File: src/hdl/ise_pkg.sv
package ise_pkg;

    // ----------------------------------------
    // Sizes
    // ----------------------------------------
    localparam int unsigned NUM_LINES  = 64;
    localparam int unsigned WORD_BITS  = 32;
    localparam int unsigned ADDR_BITS  = 8;
    localparam int unsigned PRIO_BITS  = 4;

    // ----------------------------------------
    // Register offsets (byte addresses)
    // ----------------------------------------
    localparam logic [7:0] OFF_ENABLE_SET_LOW  = 8'h00;
    localparam logic [7:0] OFF_ENABLE_SET_HIGH = 8'h04;
    localparam logic [7:0] OFF_IRQ_STATUS      = 8'h08;
    localparam logic [7:0] OFF_IRQ_MASK        = 8'h0C;
    localparam logic [7:0] OFF_PENDING_LOW     = 8'h10;
    localparam logic [7:0] OFF_PENDING_HIGH    = 8'h14;
    localparam logic [7:0] OFF_ACTIVE_STATE    = 8'h18;
    localparam logic [7:0] OFF_ACK             = 8'h1C;
    localparam logic [7:0] OFF_PRIO_BASE       = 8'h40;

    // ----------------------------------------
    // Reset values and fields
    // ----------------------------------------
    localparam logic [31:0] RST_ENABLE_WORD = 32'h0000_0000;
    localparam logic [31:0] RST_MASK_WORD   = 32'h0000_0000;
    localparam logic [3:0]  RST_PRIO        = 4'h0;
    localparam int unsigned STS_ACTIVATED   = 0;
    localparam int unsigned STS_BLOCKED     = 1;
    localparam int unsigned STS_BITS        = 2;
    localparam int unsigned ACT_VALID_BIT   = 31;

endpackage

File: src/hdl/ise_prio_mem.sv
`timescale 1ns/1ps
module ise_prio_mem
    import ise_pkg::*;
(
    // Clock and reset
    input  wire logic                 clock,
    input  wire logic                 rst_b,
    // Write port
    input  wire logic                 wrEn,
    input  wire logic [5:0]           wrAddr,
    input  wire logic [PRIO_BITS-1:0] wrData,
    // Read port
    input  wire logic [5:0]           rdAddr,
    output logic      [PRIO_BITS-1:0] rdData,
    // Whole table for arbitration
    output logic      [NUM_LINES*PRIO_BITS-1:0] prioAll
);
    import ise_pkg::*;

    logic [PRIO_BITS-1:0] memReg  [NUM_LINES];
    logic [PRIO_BITS-1:0] memNext [NUM_LINES];
    logic [PRIO_BITS-1:0] rdReg;
    logic [PRIO_BITS-1:0] rdNext;

    always_comb begin
        for (int i = 0; i < NUM_LINES; i++) begin
            memNext[i] = memReg[i];
            prioAll[i*PRIO_BITS +: PRIO_BITS] = memReg[i];
        end
        if (wrEn) begin
            memNext[wrAddr] = wrData;
        end
        rdNext = memReg[rdAddr];
    end

    always_ff @(posedge clock) begin
        if (!rst_b) begin
            for (int i = 0; i < NUM_LINES; i++) begin
                memReg[i] <= RST_PRIO;
            end
            rdReg <= RST_PRIO;
        end else begin
            memReg <= memNext;
            rdReg  <= rdNext;
        end
    end

    assign rdData = rdReg;
endmodule

File: src/hdl/ise_set_enable.sv
`timescale 1ns/1ps
// How it works
// - Write one sets enable, zero ignored
// - Read returns current enable bits
// - Pending and enabled line activates by priority
// - Disabled line request still becomes pending
// - Disabled line is never activated
module ise_set_enable
    import ise_pkg::*;
(
    // Clock and reset
    input  wire logic                         clock,
    input  wire logic                         rst_b,
    // APB slave
    input  wire logic                         psel,
    input  wire logic                         penable,
    input  wire logic                         pwrite,
    input  wire logic [ise_pkg::ADDR_BITS-1:0] paddr,
    input  wire logic [31:0]                  pwdata,
    output logic      [31:0]                  prdata,
    output logic                              pready,
    output logic                              pslverr,
    // Interrupt request lines
    input  wire logic [ise_pkg::NUM_LINES-1:0] irqLines,
    // Core side
    output logic                              coreIrq,
    output logic      [5:0]                   activeLine,
    output logic                              irq
);
    import ise_pkg::*;

    // ----------------------------------------
    // State
    // ----------------------------------------
    logic [NUM_LINES-1:0] lineSync1Reg, lineSyncReg, linePrevReg;
    logic [NUM_LINES-1:0] enableReg, enableNext;
    logic [NUM_LINES-1:0] pendReg, pendNext;
    logic                 actValidReg, actValidNext;
    logic [5:0]           actLineReg, actLineNext;
    logic [STS_BITS-1:0]  stsReg, stsNext;
    logic [STS_BITS-1:0]  maskReg, maskNext;
    logic [31:0]          rdataReg, rdataNext;
    logic                 readyReg, readyNext;
    logic                 errReg, errNext;
    logic                 irqReg, irqNext;
    logic                 prioWr;
    logic [5:0]           prioAddr;
    logic [PRIO_BITS-1:0] prioRd;
    logic [NUM_LINES*PRIO_BITS-1:0] prioTable;
    logic                 winValid;
    logic [5:0]           winLine;
    logic [PRIO_BITS-1:0] winPrio;
    logic                 blockedEvt;

    function automatic logic word_hit(input logic [7:0] a, input logic [7:0] off);
        return a == off;
    endfunction

    // ----------------------------------------
    // Priority table
    // ----------------------------------------
    wire  access  = psel && penable && !readyReg;
    wire  wrAcc   = access && pwrite;
    // Compare in 9 bits: the table end lies past the 8-bit bus, so lines 48 and up get no slot
    wire  prioHit = ({1'b0, paddr} >= {1'b0, OFF_PRIO_BASE}) &&
                    ({1'b0, paddr} < ({1'b0, OFF_PRIO_BASE} + 9'(NUM_LINES * 4)));
    assign prioWr   = wrAcc && prioHit;
    assign prioAddr = 6'((paddr - OFF_PRIO_BASE) >> 2);

    ise_prio_mem u_prio (
        .clock  (clock),
        .rst_b  (rst_b),
        .wrEn   (prioWr),
        .wrAddr (prioAddr),
        .wrData (pwdata[PRIO_BITS-1:0]),
        .rdAddr (prioAddr),
        .rdData (prioRd),
        .prioAll(prioTable)
    );

    // ----------------------------------------
    // Arbitration
    // ----------------------------------------
    always_comb begin
        winValid = 1'b0;
        winLine  = 6'h0;
        winPrio  = '1;
        // Lower value wins; ties go to lower line number
        for (int i = 0; i < NUM_LINES; i++) begin
            if (pendReg[i] && enableReg[i] &&
                (!winValid || prioTable[i*PRIO_BITS +: PRIO_BITS] < winPrio)) begin
                winValid = 1'b1;
                winLine  = 6'(i);
                winPrio  = prioTable[i*PRIO_BITS +: PRIO_BITS];
            end
        end
    end

    // ----------------------------------------
    // Next state
    // ----------------------------------------
    always_comb begin
        logic [NUM_LINES-1:0] rise;
        logic [NUM_LINES-1:0] setMask;
        logic [NUM_LINES-1:0] ackMask;
        rise       = lineSyncReg & ~linePrevReg;
        setMask    = '0;
        ackMask    = '0;
        enableNext = enableReg;
        maskNext   = maskReg;
        rdataNext  = rdataReg;
        readyNext  = access;
        errNext    = 1'b0;
        actValidNext = actValidReg;
        actLineNext  = actLineReg;
        blockedEvt   = |(rise & ~enableReg);
        if (wrAcc) begin
            if (word_hit(paddr, OFF_ENABLE_SET_LOW))  setMask[31:0]  = pwdata;
            if (word_hit(paddr, OFF_ENABLE_SET_HIGH)) setMask[63:32] = pwdata;
            if (word_hit(paddr, OFF_IRQ_MASK)) maskNext = pwdata[STS_BITS-1:0];
            if (word_hit(paddr, OFF_ACK) && actValidReg) begin
                actValidNext = 1'b0;
                ackMask[actLineReg] = 1'b1;
            end
        end
        enableNext = enableReg | setMask;
        // Edge pends regardless of enable
        pendNext = (pendReg & ~ackMask) | rise;
        if (!actValidReg && winValid) begin
            actValidNext = 1'b1;
            actLineNext  = winLine;
        end
        // Set beats write-one clear
        stsNext = stsReg;
        if (wrAcc && word_hit(paddr, OFF_IRQ_STATUS)) stsNext = stsReg & ~pwdata[STS_BITS-1:0];
        if (!actValidReg && winValid) stsNext[STS_ACTIVATED] = 1'b1;
        if (blockedEvt) stsNext[STS_BLOCKED] = 1'b1;
        if (access && !pwrite) begin
            unique case (1'b1)
                word_hit(paddr, OFF_ENABLE_SET_LOW):  rdataNext = enableReg[31:0];
                word_hit(paddr, OFF_ENABLE_SET_HIGH): rdataNext = enableReg[63:32];
                word_hit(paddr, OFF_IRQ_STATUS):   rdataNext = 32'(stsReg);
                word_hit(paddr, OFF_IRQ_MASK):     rdataNext = 32'(maskReg);
                word_hit(paddr, OFF_PENDING_LOW):  rdataNext = pendReg[31:0];
                word_hit(paddr, OFF_PENDING_HIGH): rdataNext = pendReg[63:32];
                word_hit(paddr, OFF_ACTIVE_STATE): rdataNext = {actValidReg, 25'h0, actLineReg};
                prioHit:                           rdataNext = 32'(prioRd);
                default: begin
                    rdataNext = 32'h0000_0000;
                    errNext   = 1'b1;
                end
            endcase
        end else if (wrAcc) begin
            rdataNext = 32'h0000_0000;
            errNext = !(word_hit(paddr, OFF_ENABLE_SET_LOW) || word_hit(paddr, OFF_ENABLE_SET_HIGH) ||
                        word_hit(paddr, OFF_IRQ_STATUS) || word_hit(paddr, OFF_IRQ_MASK) ||
                        word_hit(paddr, OFF_ACK) || prioHit);
        end
        irqNext = |(stsNext & maskNext);
    end

    // ----------------------------------------
    // Registers
    // ----------------------------------------
    always_ff @(posedge clock) begin
        // Two-flop synchroniser on external request lines
        lineSync1Reg <= irqLines;
        lineSyncReg  <= lineSync1Reg;
        if (!rst_b) begin
            linePrevReg <= '0;
            enableReg   <= {RST_ENABLE_WORD, RST_ENABLE_WORD};
            pendReg     <= '0;
            actValidReg <= 1'b0;
            actLineReg  <= 6'h0;
            stsReg      <= '0;
            maskReg     <= RST_MASK_WORD[STS_BITS-1:0];
            rdataReg    <= 32'h0000_0000;
            readyReg    <= 1'b0;
            errReg      <= 1'b0;
            irqReg      <= 1'b0;
        end else begin
            linePrevReg <= lineSyncReg;
            enableReg   <= enableNext;
            pendReg     <= pendNext;
            actValidReg <= actValidNext;
            actLineReg  <= actLineNext;
            stsReg      <= stsNext;
            maskReg     <= maskNext;
            rdataReg    <= rdataNext;
            readyReg    <= readyNext;
            errReg      <= errNext;
            irqReg      <= irqNext;
        end
    end

    assign prdata     = rdataReg;
    assign pready     = readyReg;
    assign pslverr    = errReg;
    assign coreIrq    = actValidReg;
    assign activeLine = actLineReg;
    assign irq        = irqReg;

    // ----------------------------------------
    // Checks
    // ----------------------------------------
    logic [NUM_LINES-1:0] blockedRise;
    assign blockedRise = lineSyncReg & ~linePrevReg & ~enableReg;
endmodule

File: config.mk
export PLATFORM = sky130hd
export DESIGN_NAME = ise_set_enable
export DESIGN_NICKNAME = d
export VERILOG_FILES = /design/src/hdl/ise_pkg.sv /design/src/hdl/ise_prio_mem.sv /design/src/hdl/ise_set_enable.sv
export SDC_FILE = /design/constraint.sdc
export NUM_CORES = 2
export LEC_CHECK = 0
export ABC_CLOCK_PERIOD_IN_PS = 140000
export BUFFER_PORTS_ARGS = -buffer_cell sky130_fd_sc_hd__buf_2
export CORE_MARGIN = 2
export CORE_UTILIZATION = 55
export DETAILED_ROUTE_END_ITERATION = 8
export HOLD_SLACK_MARGIN = 0.02
export PLACE_DENSITY_LB_ADDON = 0.3
export SLEW_MARGIN = 10
export SYNTH_ARGS = -nofsm -noshare
export SYNTH_HDL_FRONTEND = slang
export SYNTH_SLANG_ARGS = --single-unit
File: constraint.sdc
create_clock -name clock -period 140 [get_ports clock]
set_input_delay 21 -clock clock [delete_from_list [all_inputs] [get_ports clock]]
set_output_delay 21 -clock clock [all_outputs]
set_load 0.02 [all_outputs]
==> results.py <==
metrics = {
    "timing": {
        "finalCritPeriodShare_pct": 66.92,
        "fmax_mhz": 10.67,
        "slew-limit-headroom_pct": 19.79,
        "setup_viol": 0,
        "hold_viol": 0,
        "skew_ns": 0.04442,
        "tightest_slew_ns": 1.203,
        "drv_slew": 0,
        "rsz0062_at_grt": "false",
        "post-route-min-period_ns": 93.69,
        "tns_ns": 0,
    },
    "min_path": {
        "hold_depth": 0,
        "worstHoldPathType": "register to register",
    },
    "cts": {
        "cts_setup_buffers": 0,
        "cts.sinks": 626,
        "post_cts_resized": 0,
        "clkTransAtPathRegs_ns": 0.07,
        "ctsHoldBuffers": 0,
        "cts_made_buffers": 70,
        "htreeDepth": 3,
        "clk_latency_ns": 0.66,
        "cts_max_path_buffers": 3,
        "tritoncts": "done",
        "root_buffer": "clkbuf_16",
    },
    "yosys": {
        "ys.flop_type": "dfxtp_1",
        "synth_edf_count": 0,
        "avgSynthCellArea_um2": 8.172,
        "synth.largest_area_cell": "dfxtp_1",
        "yosys_warnings": 0,
        "synth_area_leaders": "dfxtp_1, a21oi_1, nand2_1",
        "seq_area_frac_synth_pct": 32.08,
        "ys_ff_latch": 626,
        "synth_cell_types": 182,
        "netlist_area_mm2": 0.03907,
        "synth_top_area_share_pct": 32.08,
        "netlist_instances": 4781,
        "synth_fp_nets": 4962,
        "async_flop_share_pct": 0,
    },
    "critical_path": {
        "critPathMaxStageDelay_ns": 0.60,
        "reg2reg_depth": 432,
        "endpoint_kind": "register",
        "cpMaxStageDelayCell": "dfxtp_1",
        "worstPathMaxFanout": 13,
        "startpoint_type": "register",
        "crit_path_frequent_cell": "ha_1",
        "arrival_ns": 94.17,
        "crit_required_ns": 140.48,
        "crit_type": "register to register",
    },
    "routing": {
        "via_per_inst": 6.791,
        "vias": 39239,
        "first_pass_iters": 6,
        "ant_nets": 0,
        "totalWireLength_um": 145600,
        "wl_per_cell_um": 25.19,
        "drt-initial-drc-count": 4912,
        "drc": 0,
    },
    "finish": {
        "area_delta_synth_final_pct": 9.009,
        "drive_gt1_share_pct": 14.90,
        "final_cell_mix": "dfxtp_1, nand2_1, a21oi_1",
        "final_common_cell": "dfxtp_1",
        "nets": 4956,
        "stdcell_area_mm2": 0.04259,
    },
    "run": {
        "maxCapViolCount": 0,
    },
    "die": {
        "die_area_mm2": 0.07318,
        "core_area_mm2": 0.07015,
        "die_w_um": 270.5,
        "ios": 151,
        "fp-row-count": 97,
        "die-height_um": 270.5,
        "initial_core_util_pct": 55.69,
    },
    "place": {
        "placed_cell_area_mm2": 0.04003,
        "place_hpwl_um": 107000,
        "io_buffers": 150,
        "globalplace.congestion": 0.9976,
    },
    "power_and_ir_drop": {
        "ir_drop_v": 0.00001461,
        "power.density_mw_per_mm2": 9.549,
        "leakagePower_nw": 16.05,
        "p_total_uw": 406.7,
    },
    "grt": {
        "antenna_found_initial": 8,
        "grt_usage_pct": 38.29,
        "grt_first_pass_wirelength_um": 218100,
        "grt_pass1_vias": 35831,
        "grt_max_degree": 202,
        "grt_remaining_overflow": 0,
    },
    "status": {
        "outcome": "complete, no violations",
    },
}
-- power by group --
group	internal, mW	leakage [nW]	switching [mW]
clock	0.118	1.22	0.0833
sequential	0.183	5.13	0.00394
combinational	0.00556	9.70	0.0133
-- synth_stat cells (57+ instances only) --
master / number
a21oi_1: 518
a22oi_1: 75
a31oi_1: 113
and2_1: 100
clkbuf_1: 202
dfxtp_1: 626
ha_1: 72
inv_1: 174
mux2i_1: 110
mux4_2: 85
nand2_1: 570
nand2b_1: 97
nand3_1: 246
nor2_1: 372
nor3_1: 57
o21ai_0: 274
o22ai_1: 94
-- through the flow --
stage          hold WS [ns]  worst slack [ns]  cells  utilization (%)
2_1_floorplan        0.3096             58.97   4781                -
3_3_place_gp         0.3096             50.32   5643            57.07
3_5_place_dp         0.3121             48.35   5643            57.07
4_1_cts              0.3243             47.93   5771            60.69
5_1_grt              0.3263             39.21   5772            60.69
6_report             0.3227             46.31   5778            60.71
-- critical path: cells and delay by family (launching register included) --
kind	cells	cell delay (ns)
AOI/OAI and AO/OA	176	40.88
and+or+nand+nor	124	21.93
adders and majority gates	63	17.53
muxes	34	9.52
buffers and inverters	35	2.91
DFF	1	0.60
-- routing by layer --
metal,wire length (um),share of wire [%],GRT usage (%),up-vias
li1,-,-,-,17627
met5,73,0.050,0,-
met2,61630,42,57.50,2506
met3,17850,12,9.923,444
met1,58190,40,51.16,18656
met4,7814,5.4,18.49,6
-- cells by family after synthesis --
| family | Yosys count | share of synthesized area [%] |
|---|---|---|
| xor gates and xnor gates | 32 | 0.7366 |
| adders and majority gates | 119 | 3.529 |
| AOI/OAI and AO/OA | 1589 | 27.32 |
| and+or+nand+nor | 1714 | 21.45 |
| muxes | 254 | 9.701 |
| DFF | 626 | 32.08 |
| buffers and inverters | 447 | 5.185 |
-- final timing paths --
check | end | slack [ns] | from
worst min-delay path | lineSyncReg[42] | 0.32 | lineSync1Reg[42]
worst min register to register | lineSyncReg[42] | 0.32 | lineSync1Reg[42]
worst max-delay path | activeLine[2] | 46.31 | enableReg[0]
worst max register to register | activeLine[2] | 46.31 | enableReg[0]
-- area by class of cell --
class	instances	area, um^2
repair buffers	192	1084
well taps	940	1176
clock inverters	35	568.0
flip-flops and latches	626	12530
fillers	6335	27560
inverters	177	673.1
clock buffers	93	1969
multi-input cells	3708	24570
diodes	7	17.52
-- state kept, by name, indices dropped and copies added (netlist names) --
register	flops
activeLine	6
coreIrq	1
enableReg	64
irq	1
linePrevReg	64
lineSync1Reg	64
lineSyncReg	64
maskReg	2
pendReg	64
prdata	32
pready	1
pslverr	1
stsReg	2
u_prio.prioAll	256
u_prio.rdData	4
Power figures use the tool's default switching activity.
